==> config.mk <==
export PLATFORM = sky130hd
export DESIGN_NAME = adcc_conv_ctrl
export DESIGN_NICKNAME = d
export VERILOG_FILES = /design/src/adcc_pkg.sv /design/src/adcc_conv_ctrl.sv
export SDC_FILE = /design/constraint.sdc
export NUM_CORES = 1
export LEC_CHECK = 0
export BUFFER_PORTS_ARGS = -buffer_cell sky130_fd_sc_hd__buf_4
export CAP_MARGIN = 40
export CORE_MARGIN = 5
export CORE_UTILIZATION = 45
export DETAILED_ROUTE_END_ITERATION = 12
export PLACE_DENSITY = 0.65
export SETUP_SLACK_MARGIN = 0.2
export SYNTH_ARGS = -nofsm -noshare
export SYNTH_HDL_FRONTEND = slang
export SYNTH_SLANG_ARGS = --single-unit
==> constraint.sdc <==
create_clock -name sys_clk_i -period 3.6 [get_ports sys_clk_i]
set_input_delay 0.18 -clock sys_clk_i [delete_from_list [all_inputs] [get_ports sys_clk_i]]
set_output_delay 0.18 -clock sys_clk_i [all_outputs]
set_load 0.1 [all_outputs]
==> src/adcc_pkg.sv <==
// Package for the converter control block: register map, fields, timing.
// Assumes one system clock and a plain register port of 8-bit registers.
package adcc_pkg;
    // Register indices (byte-wide registers on a plain port)
    localparam logic [2:0] ADCC_CTRL0_ADDR  = 3'h0;
    localparam logic [2:0] ADCC_CTRL1_ADDR  = 3'h1;
    localparam logic [2:0] ADCC_CTRL2_ADDR  = 3'h2;
    localparam logic [2:0] ADCC_RESH_ADDR   = 3'h3;
    localparam logic [2:0] ADCC_RESL_ADDR   = 3'h4;
    localparam logic [2:0] ADCC_INTC_ADDR   = 3'h5;
    localparam logic [2:0] ADCC_SAMPLE_ADDR = 3'h6;
    // conv_ctrl_reg0 fields
    localparam int ADCC_C0_START = 7;
    localparam int ADCC_C0_BUSY  = 6;
    localparam int ADCC_C0_PWR   = 5;
    localparam int ADCC_C0_ALIGN = 4;
    localparam int ADCC_C0_CHAN  = 0;
    // conv_ctrl_reg1 fields
    localparam int ADCC_C1_SRC   = 4;
    localparam int ADCC_C1_DIV   = 0;
    // interrupt control fields
    localparam int ADCC_IC_GIE   = 0;
    localparam int ADCC_IC_CIE   = 1;
    localparam int ADCC_IC_FLAG  = 2;
    // Reset values
    localparam logic [7:0] ADCC_C0_RST = 8'h00;
    localparam logic [7:0] ADCC_C1_RST = 8'h00;
    localparam logic [7:0] ADCC_C2_RST = 8'h00;
    // Conversion timing in conversion-clock periods
    localparam logic [4:0] ADCC_SAMPLE_CLKS = 5'h04;
    localparam logic [4:0] ADCC_TOTAL_CLKS  = 5'h10;
    // Input source codes: upper bits for ground, full code for external
    localparam logic [1:0] ADCC_SRC_GND_HI = 2'h2;
    localparam logic [3:0] ADCC_SRC_EXT    = 4'h0;
    // Sequencer states
    typedef enum logic [1:0] {
        ADCC_IDLE   = 2'b00,
        ADCC_SAMPLE = 2'b01,
        ADCC_CONV   = 2'b10
    } adcc_state_t;
endpackage : adcc_pkg

==> src/adcc_conv_ctrl.sv <==
// Sequencing and register logic for a 12-bit successive-approximation converter.
// Assumes the analog core returns a comparator decision each conversion step.
//
// How it works
// [RL1] Sample for 4 conversion clocks, then convert for 12, total 16.
// [RL2] Once started, the sequencer finishes alone with no further software help.
// [RL3] Conversion clock is system clock divided per clk_div_sel.
// [RL4] adc_power_en low powers the core down and stops any conversion.
// [RL5] input_src_sel picks external or internal; internal disconnects external channel.
// [RL6] ext_chan_sel picks the external channel when external path is chosen.
// [RL7] vref_sel picks reference source, one option the amplifier output.
// [RL8] result_align_sel picks how 12 result bits split across high and low.
// [RL9] Interrupt only when global and converter interrupt enables both set.
// [RL10] Start bit written low, high, low starts one conversion.
// [RL11] conv_busy is high during a conversion, low once complete.
// [RL12] Result readable from result_high and result_low after completion.
// [RL13] Software may poll conv_busy instead of using the interrupt.
// [RL14] Result is 12-bit unsigned, full scale FFF, step is reference over 4096.
// [RL15] Code transitions sit half a step low; last one 1.5 steps low.
// [RL16] Divider code n divides the system clock by two to the n.
// [RL17] Completion sets the interrupt flag and raises the interrupt if enabled.
// [RL18] input_src_sel upper bits 10 connect converter input to ground.
// [RL19] Software keeps the conversion clock period within 0.5 to 10 us.
// [RL20] Result registers hold the last value until the next completion.
//
// Local design decisions: the register offsets and strobed register access.
`timescale 1ns/1ns
module adcc_conv_ctrl
    import adcc_pkg::*;
#(
    parameter int RES_BITS = 12
)
(
    // Clock and reset
    input  wire logic                sys_clk_i,
    input  wire logic                rstn_i,
    // Register port
    input  wire logic [2:0]          reg_addr_i,
    input  wire logic [7:0]          reg_wdata_i,
    input  wire logic                reg_wr_i,
    input  wire logic                reg_rd_i,
    output logic      [7:0]          reg_rdata_o,
    // Analog core control
    output logic                     adc_power_o,
    output logic                     sample_en_o,
    output logic                     ext_chan_en_o,
    output logic      [3:0]          ext_chan_o,
    output logic      [3:0]          int_src_o,
    output logic                     gnd_sel_o,
    output logic      [1:0]          vref_sel_o,
    output logic      [RES_BITS-1:0] sar_trial_o,
    input  wire logic                cmp_i,
    // Interrupt request
    output logic                     conv_irq_o
);

    logic [7:0]          ctrl0;
    logic [7:0]          ctrl1;
    logic [7:0]          ctrl2;
    logic                global_int_en;
    logic                conv_int_en;
    logic                conv_int_flag;
    logic                start_q;
    logic                start_armed;
    logic                start_go;
    logic [6:0]          div_cnt;
    logic                tick;
    logic [4:0]          step_cnt;
    logic [RES_BITS-1:0] sar;
    logic [RES_BITS-1:0] result;
    logic                done;
    logic                cmp_s1;
    logic                cmp_s2;
    logic [11:0]         busy_cycles;
    adcc_state_t         state;
    adcc_state_t         next_state;

    wire adc_power_en     = ctrl0[ADCC_C0_PWR];
    wire result_align_sel = ctrl0[ADCC_C0_ALIGN];
    wire [3:0] ext_chan_sel  = ctrl0[ADCC_C0_CHAN +: 4];
    wire [3:0] input_src_sel = ctrl1[ADCC_C1_SRC +: 4];
    wire [2:0] clk_div_sel   = ctrl1[ADCC_C1_DIV +: 3];
    wire conv_busy = (state != ADCC_IDLE);
    wire wr_c0 = reg_wr_i && (reg_addr_i == ADCC_CTRL0_ADDR);
    wire wr_ic = reg_wr_i && (reg_addr_i == ADCC_INTC_ADDR);

    // Control registers; busy bit is read-only
    always_ff @(posedge sys_clk_i or negedge rstn_i)
    begin
        if (!rstn_i)
        begin
            ctrl0 <= ADCC_C0_RST;
            ctrl1 <= ADCC_C1_RST;
            ctrl2 <= ADCC_C2_RST;
            global_int_en <= 1'b0;
            conv_int_en   <= 1'b0;
        end
        else if (reg_wr_i)
        begin
            case (reg_addr_i)
                ADCC_CTRL0_ADDR: ctrl0 <= reg_wdata_i;
                ADCC_CTRL1_ADDR: ctrl1 <= reg_wdata_i;
                ADCC_CTRL2_ADDR: ctrl2 <= reg_wdata_i;
                ADCC_INTC_ADDR:
                begin
                    global_int_en <= reg_wdata_i[ADCC_IC_GIE];
                    conv_int_en   <= reg_wdata_i[ADCC_IC_CIE];
                end
                default: ;
            endcase
        end
    end

    // Start pulse detector: needs a high written then a low written
    always_ff @(posedge sys_clk_i or negedge rstn_i)
    begin
        if (!rstn_i)
        begin
            start_q     <= 1'b0;
            start_armed <= 1'b0;
        end
        else if (wr_c0)
        begin
            start_q     <= reg_wdata_i[ADCC_C0_START];
            // Armed only by a rising edge seen after a low value
            start_armed <= reg_wdata_i[ADCC_C0_START] && !start_q; // [RL10]
        end
    end
    assign start_go = wr_c0 && start_armed && !reg_wdata_i[ADCC_C0_START]
                      && adc_power_en; // [RL10]

    // Divider: one-cycle enable every 2**n system clocks
    always_ff @(posedge sys_clk_i or negedge rstn_i)
    begin
        if (!rstn_i)
            div_cnt <= 7'h00;
        else if (!conv_busy)
            div_cnt <= 7'h00;
        else
            div_cnt <= div_cnt + 7'h01; // [RL3]
    end
    // Mask selects low n bits; n=0 ticks every cycle
    wire [6:0] div_mask = 7'(({7'h00, 1'b1} << clk_div_sel) - 8'h01); // [RL16]
    assign tick = conv_busy && ((div_cnt & div_mask) == div_mask);    // [RL16]

    // Busy length in system clocks, read only by the length checks below
    // Wide enough for 16 periods at the slowest divide, so it never wraps
    always_ff @(posedge sys_clk_i or negedge rstn_i)
    begin
        if (!rstn_i)
            busy_cycles <= 12'h000;
        else if (!conv_busy)
            busy_cycles <= 12'h000;
        else
            busy_cycles <= busy_cycles + 12'h001;
    end

    // Comparator from analog core, resynchronised
    // Two-cycle latency: divide codes below 2 decide on a stale comparator
    always_ff @(posedge sys_clk_i or negedge rstn_i)
    begin
        if (!rstn_i)
        begin
            cmp_s1 <= 1'b0;
            cmp_s2 <= 1'b0;
        end
        else
        begin
            cmp_s1 <= cmp_i;
            cmp_s2 <= cmp_s1;
        end
    end

    // Next state of the sequencer
    always_comb
    begin
        next_state = state;
        case (state)
            ADCC_IDLE:
                if (start_go)
                    next_state = ADCC_SAMPLE;
            ADCC_SAMPLE:
                if (tick && step_cnt == ADCC_SAMPLE_CLKS - 5'h01)
                    next_state = ADCC_CONV; // [RL1]
            ADCC_CONV:
                if (tick && step_cnt == ADCC_TOTAL_CLKS - 5'h01)
                    next_state = ADCC_IDLE; // [RL1]
            default:
                next_state = ADCC_IDLE;
        endcase
        if (!adc_power_en)
            next_state = ADCC_IDLE; // [RL4]
    end

    // Sequencer runs without software after the start
    always_ff @(posedge sys_clk_i or negedge rstn_i)
    begin
        if (!rstn_i)
            state <= ADCC_IDLE;
        else
            state <= next_state; // [RL2]
    end

    // Step counter in conversion-clock periods
    always_ff @(posedge sys_clk_i or negedge rstn_i)
    begin
        if (!rstn_i)
            step_cnt <= 5'h00;
        else if (next_state == ADCC_IDLE || state == ADCC_IDLE)
            step_cnt <= 5'h00;
        else if (tick)
            step_cnt <= step_cnt + 5'h01; // [RL1]
    end

    // Successive approximation: one bit per conversion clock, MSB first
    wire [3:0] bit_idx = 4'(ADCC_TOTAL_CLKS - 5'h01 - step_cnt);
    always_ff @(posedge sys_clk_i or negedge rstn_i)
    begin
        if (!rstn_i)
            sar <= '0;
        else if (start_go)
            sar <= {1'b1, {(RES_BITS-1){1'b0}}};
        else if (state == ADCC_CONV && tick)
        begin
            // Keep trial bit when input is above trial level
            sar[bit_idx] <= cmp_s2; // [RL14]
            if (bit_idx != 4'h0)
                sar[bit_idx - 4'h1] <= 1'b1;
        end
    end
    // Trial code offset by half a step is applied in the DAC of the core
    assign sar_trial_o = sar; // [RL15]

    assign done = (state == ADCC_CONV) && (next_state == ADCC_IDLE) && adc_power_en;

    // Result stays until the next completed conversion
    always_ff @(posedge sys_clk_i or negedge rstn_i)
    begin
        if (!rstn_i)
            result <= '0;
        else if (done)
            result <= {sar[RES_BITS-1:1], cmp_s2}; // [RL20]
    end

    // Completion flag: hardware set wins over software clear
    always_ff @(posedge sys_clk_i or negedge rstn_i)
    begin
        if (!rstn_i)
            conv_int_flag <= 1'b0;
        else if (done)
            conv_int_flag <= 1'b1; // [RL17]
        else if (wr_ic)
            conv_int_flag <= reg_wdata_i[ADCC_IC_FLAG];
    end
    assign conv_irq_o = conv_int_flag && global_int_en && conv_int_en; // [RL9]

    // Result arrangement: high 8 then low 4, or high 4 then low 8
    wire [7:0] res_hi = result_align_sel ? {4'h0, result[11:8]} : result[11:4]; // [RL8]
    wire [7:0] res_lo = result_align_sel ? result[7:0] : {result[3:0], 4'h0};  // [RL8]

    // Read data one cycle after the strobe
    always_ff @(posedge sys_clk_i or negedge rstn_i)
    begin
        if (!rstn_i)
            reg_rdata_o <= 8'h00;
        else if (reg_rd_i)
        begin
            case (reg_addr_i)
                ADCC_CTRL0_ADDR: reg_rdata_o <= {start_q, conv_busy, ctrl0[5:0]}; // [RL11]
                ADCC_CTRL1_ADDR: reg_rdata_o <= ctrl1;
                ADCC_CTRL2_ADDR: reg_rdata_o <= ctrl2;
                ADCC_RESH_ADDR:  reg_rdata_o <= res_hi; // [RL12]
                ADCC_RESL_ADDR:  reg_rdata_o <= res_lo; // [RL12]
                ADCC_INTC_ADDR:
                    reg_rdata_o <= {5'h00, conv_int_flag, conv_int_en, global_int_en};
                default:         reg_rdata_o <= 8'h00;
            endcase
        end
        else
            reg_rdata_o <= 8'h00;
    end

    // Analog routing; power low isolates the core power, external channel and ground paths, not int_src_o
    assign adc_power_o   = adc_power_en; // [RL4]
    assign sample_en_o   = (state == ADCC_SAMPLE);
    assign gnd_sel_o     = adc_power_en && (input_src_sel[3:2] == ADCC_SRC_GND_HI); // [RL18]
    assign ext_chan_en_o = adc_power_en && (input_src_sel == ADCC_SRC_EXT);          // [RL5]
    assign ext_chan_o    = ext_chan_sel;                                             // [RL6]
    assign int_src_o     = (input_src_sel == ADCC_SRC_EXT) ? 4'h0 : input_src_sel;  // [RL5]
    assign vref_sel_o    = ctrl2[1:0];                                               // [RL7]
endmodule : adcc_conv_ctrl

==> results of run 1 <==
registers in the layout (all words and copies together) (netlist names), 2 cells and up:
signal       cells
ctrl0            6
ctrl1            8
ctrl2            8
div_cnt          7
reg_rdata_o      8
result          12
sar_trial_o     12
state            2
step_cnt         5
path summary, 6_finish.rpt:
path | to | slack (ns) | depth (start not counted)
max | result[3]$_DFFE_PN0P_ | 0.85 | 8
min | ctrl2[4]$_DFFE_PN0P_ | 0.05 | 3
max reg2reg | result[3]$_DFFE_PN0P_ | 0.85 | 8
min reg2reg | cmp_s2$_DFF_PN0_ | 0.35 | 0
max in group asynchronous | result[1]$_DFFE_PN0P_ | 2.70 | 3
min in group asynchronous | ctrl0[2]$_DFFE_PN0P_ | 0.32 | 2
layer usage:
layer  wire length, um  global-route usage, %  vias up  part of all wire [%]
li1                  -                      -     1657                     -
met1              4901                  26.05     1739                    45
met2              5318                  32.30      101                    48
met3               502                  4.418       20                   4.6
met4               264                  7.574        0                   2.4
met5                 0                      0        -                     0
cell usage after synthesis (10+ instances only):
| master | n | share of area (%) |
|---|---|---|
| a21oi_1 | 12 | 1.4 |
| and2_1 | 10 | 1.4 |
| clkbuf_1 | 25 | 2.1 |
| dfrtp_1 | 75 | 43 |
| inv_1 | 15 | 1.3 |
| mux2_2 | 24 | 6.2 |
| mux2_4 | 10 | 3.4 |
| nand2_1 | 31 | 2.7 |
| nand3_1 | 17 | 1.9 |
| nor2_1 | 29 | 2.5 |
| nor2b_1 | 10 | 1.4 |
| o21ai_0 | 13 | 1.5 |
cell families after synthesis:
| family | synth area share [%] |
|---|---|
| xor gates and xnor gates | 1.575 |
| muxes | 11.74 |
| and+or+nand+nor | 18.89 |
| AOI/OAI and AO/OA | 16.58 |
| DFF | 42.94 |
| buffers and inverters | 6.269 |
| adders and majority gates | 2.004 |
tightest hold or removal path, delay by kind of cell:
family,cells,cell delay (ns)
AO/OA/AOI/OAI,1,0.06
buffers and inverters,1,0.10
AND/OR/NAND/NOR,1,0.04
metrics by stage:
step	utilization (%)	setup WS [ns]
2_1_floorplan	-	0.4392
4_1_cts	51.65	0.8666
5_1_grt	51.65	0.6429
3_3_place_gp	49.22	0.9975
3_5_place_dp	49.43	0.8835
6_report	51.65	0.8483
final cells by class:
| cell class | count | area, sq um | share of cell area (%) |
|---|---|---|---|
| Inverter | 17 | 63.81 | 1.282 |
| Multi-Input combinational cell | 302 | 2232 | 44.84 |
| Sequential cell | 75 | 1877 | 37.70 |
| Tap cell | 133 | 166.4 | 3.343 |
| Clock inverter | 6 | 66.31 | 1.332 |
| Clock buffer | 10 | 127.6 | 2.563 |
| Timing Repair Buffer | 57 | 445.4 | 8.947 |
power by group:
group | leakage, nW | total (mW) | internal, mW | switching [mW]
logic | 1.02 | 0.799 | 0.220 | 0.579
registers | 0.975 | 1.03 | 0.927 | 0.104
clock network | 0.100 | 0.655 | 0.321 | 0.334
timing repair:
item,CTS,global route
resized for setup,0,0
hold buffers,2,0
setup endpoints to repair,0,0
setup buffers,0,0
hold endpoints to repair,37,0
==> results.md, run 1 <==
- Status: complete, no violations
- Post-synth ARST share: between 90% and 100%
- CP bufs+invs: 2
- Remaining Overflow, GRT: 0
- Core Region: approximately 9600 sq um
- Power Dens Cells: between 400 and 500 nW/um^2
- Max Clock Skew: around 0.013 ns
- Slowest-stage cell, CP: dfrtp_1
- Total Wirelength: 10,990 um
- # Max-Cap Violations: 0
- Final setup fails: 0
- Final Instance Area: about 5000 sq um
- Fillers: 909
- Commonest non-fill, non-tap cell in the layout: dfrtp_1
- Worst-path fanout max: 12
- Cell chain of the critical path: nor3_2 -> inv_1 -> ha_1 -> o221ai_2 -> nor2_1 -> nor4b_4 -> buf_4 -> mux2_2
- Max incr delay on CP: 0.50 ns
- ANT cells: 0
- Post-Synthesis Cells: around 440
- GPL Wtd Cong: just under 0.9
- Die height: 108.6 um
- Layout cells sized above 1: 25.27%
- Largest net degree at the start of global routing: 40
- Period utilization: 76.44%
- Critical Path Sink Type: register
- Final non-filler cell total: 600
- Cells after DPL: 582
- CTS clk-pin slew, worst paths: 0.08 ns
- Setup Total Neg Slack: 0 ns
- Count of nets after finishing: approximately 490
- Peak supply drop: roughly 220 uV
- Critical path origin: ctrl1[1]$_DFFE_PN0P_
- Sequential element share of the synthesized area: 42.94%
- Yosys warnings: 0
- Most frequent cells in the layout: 75 x dfrtp_1, 54 x buf_4, 31 x nand2_1
- Fin. max-slew vios: 0
- Worst-margin pin slew: 0.7167 ns
- Period minus WS final: between 2 and 3 ns
- Area growth syn-to-layout: 13.91%
- Syn Nets: 458
- Worst EP required: 3.85 ns
- CTS tree: done
- Mapped cell area: 4370 sq um
- Synth unique cells: 72
- Min-delay worst type: in -> reg
- R2r startpoint: ctrl1[1]$_DFFE_PN0P_
- # H-tree levels: 3
- Hold slack: between 0.05 and 0.06 ns
- Row cnt: 36
- First-pass GRT wire length: ~18,000 um
- EDFF count, synth: 0
- Yosys reg bits: 75
- Vias/cell: a little under 6
- LEAKAGE: 2.100 nW
- Initial antenna violation count: 0
- Critical Path AT: ~3.0 ns
- Initial Utilization: a little under half
- Vias in the first global route: about 3,500
- Ports: 51
- GR Util All Layers: 19.93%
- CP Launch Type: register
- Overall power consumption: about 2.5 mW
- Root buffer cell: clkbuf_8
- Drt pass-1 iters: 4
- Dpl cell area: around 4800 sq um
- Kind of cell adding the most delay to the critical path: simple AND/OR/NAND/NOR gates
- Die Wd: approximately 110 um
- Fmax: 363.4 MHz
- Relative slew slack: approximately 52%
- Port Buffers: 50
- Remaining DRCs: 0
- Clock sink total: 75
- Die ar.: about 12,000 sq um
- Drt wl/cell: approximately 18 um
- Later-pin clock latency in the skew report: 0.37 ns
- Antenna-violating nets left: 0
- CTS Buffer Depth: 2
- Dominant synthesized flop cell: dfrtp_1
- DRT iter0 DRCs: around 380
- CTS Buf Count: 9
- Worst hold start: reg_wdata_i[4]
- Hpwl dp: 8099 um
- Hold Violations, Final: 0
- Total number of vias: between 3,000 and 4,000
- Syn_area_per_cell: 10.05 sq um
- RSZ-0062 raised after global routing: false
- Crit Path Category: reg -> reg
Note: power is estimated with default switching activity, not from simulation.
==> inputs of run 2 (changes only) <==
==> constraint.sdc (replaced) <==
create_clock -name sys_clk_i -period 2.8 [get_ports sys_clk_i]
set_input_delay 0.14 -clock sys_clk_i [delete_from_list [all_inputs] [get_ports sys_clk_i]]
set_output_delay 0.14 -clock sys_clk_i [all_outputs]
set_load 0.1 [all_outputs]
==> results.md, run 2 (synthesized netlist as in run 1, its figures left out) <==
- Status: complete, no violations (unchanged)
- Hold Violations, Final: 0 (unchanged)
- DP Worst Slack: 0.1805 ns (was 0.8835 ns)
- Remaining DRCs: 0 (unchanged)
- Count of nets after finishing: 491 (was 485)
- Crit Path Category: reg -> reg (unchanged)
- Vias/cell: 5.818 (was 5.862)
- Die ar.: 11,780 sq um (unchanged)
- Clock sink total: 75 (unchanged)
- Overall power consumption: 3.497 mW (was 2.485 mW)
- Antenna-violating nets left: 0 (unchanged)
- Ports: 51 (unchanged)
- Initial antenna violation count: 0 (unchanged)
- CTS clk-pin slew, worst paths: 0.08 ns (about the same)
- Period minus WS final: 2.445 ns (was 2.752 ns)
- GPL Wtd Cong: 0.8692 (was 0.8830)
- Remaining Overflow, GRT: 0 (unchanged)
- Area growth syn-to-layout: 17.12% (was 13.91%)
- Later-pin clock latency in the skew report: 0.36 ns (was 0.37 ns)
- Critical Path AT: 2.69 ns (was 3.01 ns)
- Min-delay worst type: in -> reg (unchanged)
- CP Launch Type: register (unchanged)
- ANT cells: 0 (unchanged)
- Worst-path fanout max: 12 (unchanged)
- Setup Total Neg Slack: 0 ns (unchanged)
- Die height: 108.6 um (unchanged)
- Final setup fails: 0 (unchanged)
- Layout cells sized above 1: 27.12% (was 25.27%)
- Total Wirelength: 11,010 um (was 10,990 um)
- Max Clock Skew: 0.01099 ns (was 0.01268 ns)
- CTS Buffer Depth: 2 (unchanged)
- Worst EP required: 3.04 ns (was 3.85 ns)
- Period utilization: 87.31% (was 76.44%)
- CTS tree: done (unchanged)
- Vias in the first global route: 3,312 (was 3,456)
- Worst-margin pin slew: 0.7489 ns (was 0.7167 ns)
- Initial Utilization: 45.34% (unchanged)
- Fin. max-slew vios: 0 (unchanged)
- RSZ-0062 raised after global routing: false (unchanged)
- Power Dens Cells: 683.1 nW/um^2 (was 499.1 nW/um^2)
- Relative slew slack: 49.97% (was 52.22%)
- Largest net degree at the start of global routing: 43 (was 40)
- Critical Path Sink Type: register (unchanged)
- Peak supply drop: 291.2 uV (was 217.4 uV)
- Fillers: 888 (was 909)
- Most frequent cells in the layout: 75 x dfrtp_1, 59 x buf_4, 31 x nand2_1 (was 75 x dfrtp_1, 54 x buf_4, 31 x nand2_1)
- Total number of vias: 3,520 (was 3,517)
- Root buffer cell: clkbuf_8 (unchanged)
- Hpwl dp: 8205 um (was 8099 um)
- CTS Buf Count: 9 (unchanged)
- LEAKAGE: 2.162 nW (was 2.100 nW)
- GR Util All Layers: 19.50% (was 19.93%)
- Fmax: 409.1 MHz (was 363.4 MHz)
- # Max-Cap Violations: 0 (unchanged)
- Core Region: 9639 sq um (unchanged)
- First-pass GRT wire length: 17,860 um (was 18,140 um)
- Worst setup margin: 0.3553 ns (was 0.8483 ns)
- Commonest non-fill, non-tap cell in the layout: dfrtp_1 (unchanged)
- Drt pass-1 iters: 4 (unchanged)
- # H-tree levels: 3 (unchanged)
- DRT iter0 DRCs: 204 (was 378)
- Die Wd: 108.6 um (unchanged)
- Port Buffers: 50 (unchanged)
- Row cnt: 36 (unchanged)
- Drt wl/cell: 18.20 um (was 18.31 um)
-- run 2: cell count changes in the layout (fill, tap and decap cells not counted), sizes merged --
cell    delta
clkbuf     -1
clkinv     -4
buf        +6
inv        +1
bufinv     +3
-- run 2: where the power goes --
| part | total (mW) | switching (mW) | internal [mW] |
|---|---|---|---|
| Sequential | 1.32 | 0.132 | 1.19 |
| Clock | 1.11 | 0.424 | 0.682 |
| Combinational | 1.07 | 0.765 | 0.301 |
| Total | 3.50 | 1.32 | 2.17 |
-- run 2: final timing paths --
| check | depth (start not counted) | startpoint | endpoint | slack [ns] |
|---|---|---|---|---|
| setup / recovery | 8 | ctrl1[2]$_DFFE_PN0P_ | result[4]$_DFFE_PN0P_ | 0.36 |
| hold / removal | 3 | reg_wdata_i[4] | ctrl0[4]$_DFFE_PN0P_ | 0.02 |
| setup reg to reg | 8 | ctrl1[2]$_DFFE_PN0P_ | result[4]$_DFFE_PN0P_ | 0.36 |
| hold reg to reg | 0 | cmp_s1$_DFF_PN0_ | cmp_s2$_DFF_PN0_ | 0.35 |
| max in group asynchronous | 3 | rstn_i | sar_trial_o[6]$_DFFE_PN0P_ | 1.94 |
| min in group asynchronous | 2 | rstn_i | ctrl0[0]$_DFFE_PN0P_ | 0.27 |
-- run 2: cell type report --
| class | instances | area, sq um | share of cell area, % |
|---|---|---|---|
| multi-input combinational | 302 | 2256 | 44.07 |
| sequential | 75 | 1877 | 36.67 |
| timing repair buffer | 63 | 494.2 | 9.655 |
| tap | 133 | 166.4 | 3.251 |
| clock inverter | 6 | 137.6 | 2.689 |
| clock buffer | 9 | 123.9 | 2.420 |
| inverter | 17 | 63.81 | 1.247 |
-- run 2: worst max-delay path: stages (launching register included) --
cell,delay (ns)
dfrtp_1,0.50
nor3_2,0.21
inv_1,0.07
ha_1,0.28
xnor2_2,0.23
o22ai_4,0.16
nor4b_4,0.31
buf_6,0.22
mux2_2,0.35
-- run 2: stage by stage --
stage               hold WS [ns]  area [sq um]  utilization, %  instances
floorplan                -0.1556          4390               -        435
global placement          0.2517          4803           49.83        587
detailed placement        0.1159          4823           50.04        588
CTS                     0.007538          5107           52.99        605
global route             0.01176          5119           53.10        605
finish                   0.01723          5119           53.10        605
-- run 2: what timing repair did --
action / in CTS / in global routing
setup buffers: 0 / 0
pin swaps: 0 / 1
hold endpoints to repair: 34 / 0
resized for setup: 1 / 3
hold buffers: 2 / 0
setup endpoints to repair: 2 / 13
-- run 2: layer usage --
| metal | global-route usage, % | share of wire, % |
|---|---|---|
| met5 | 0 | 0 |
| met4 | 7.574 | 2.0 |
| met3 | 3.164 | 5.4 |
| met2 | 30.67 | 48 |
| met1 | 26.98 | 44 |
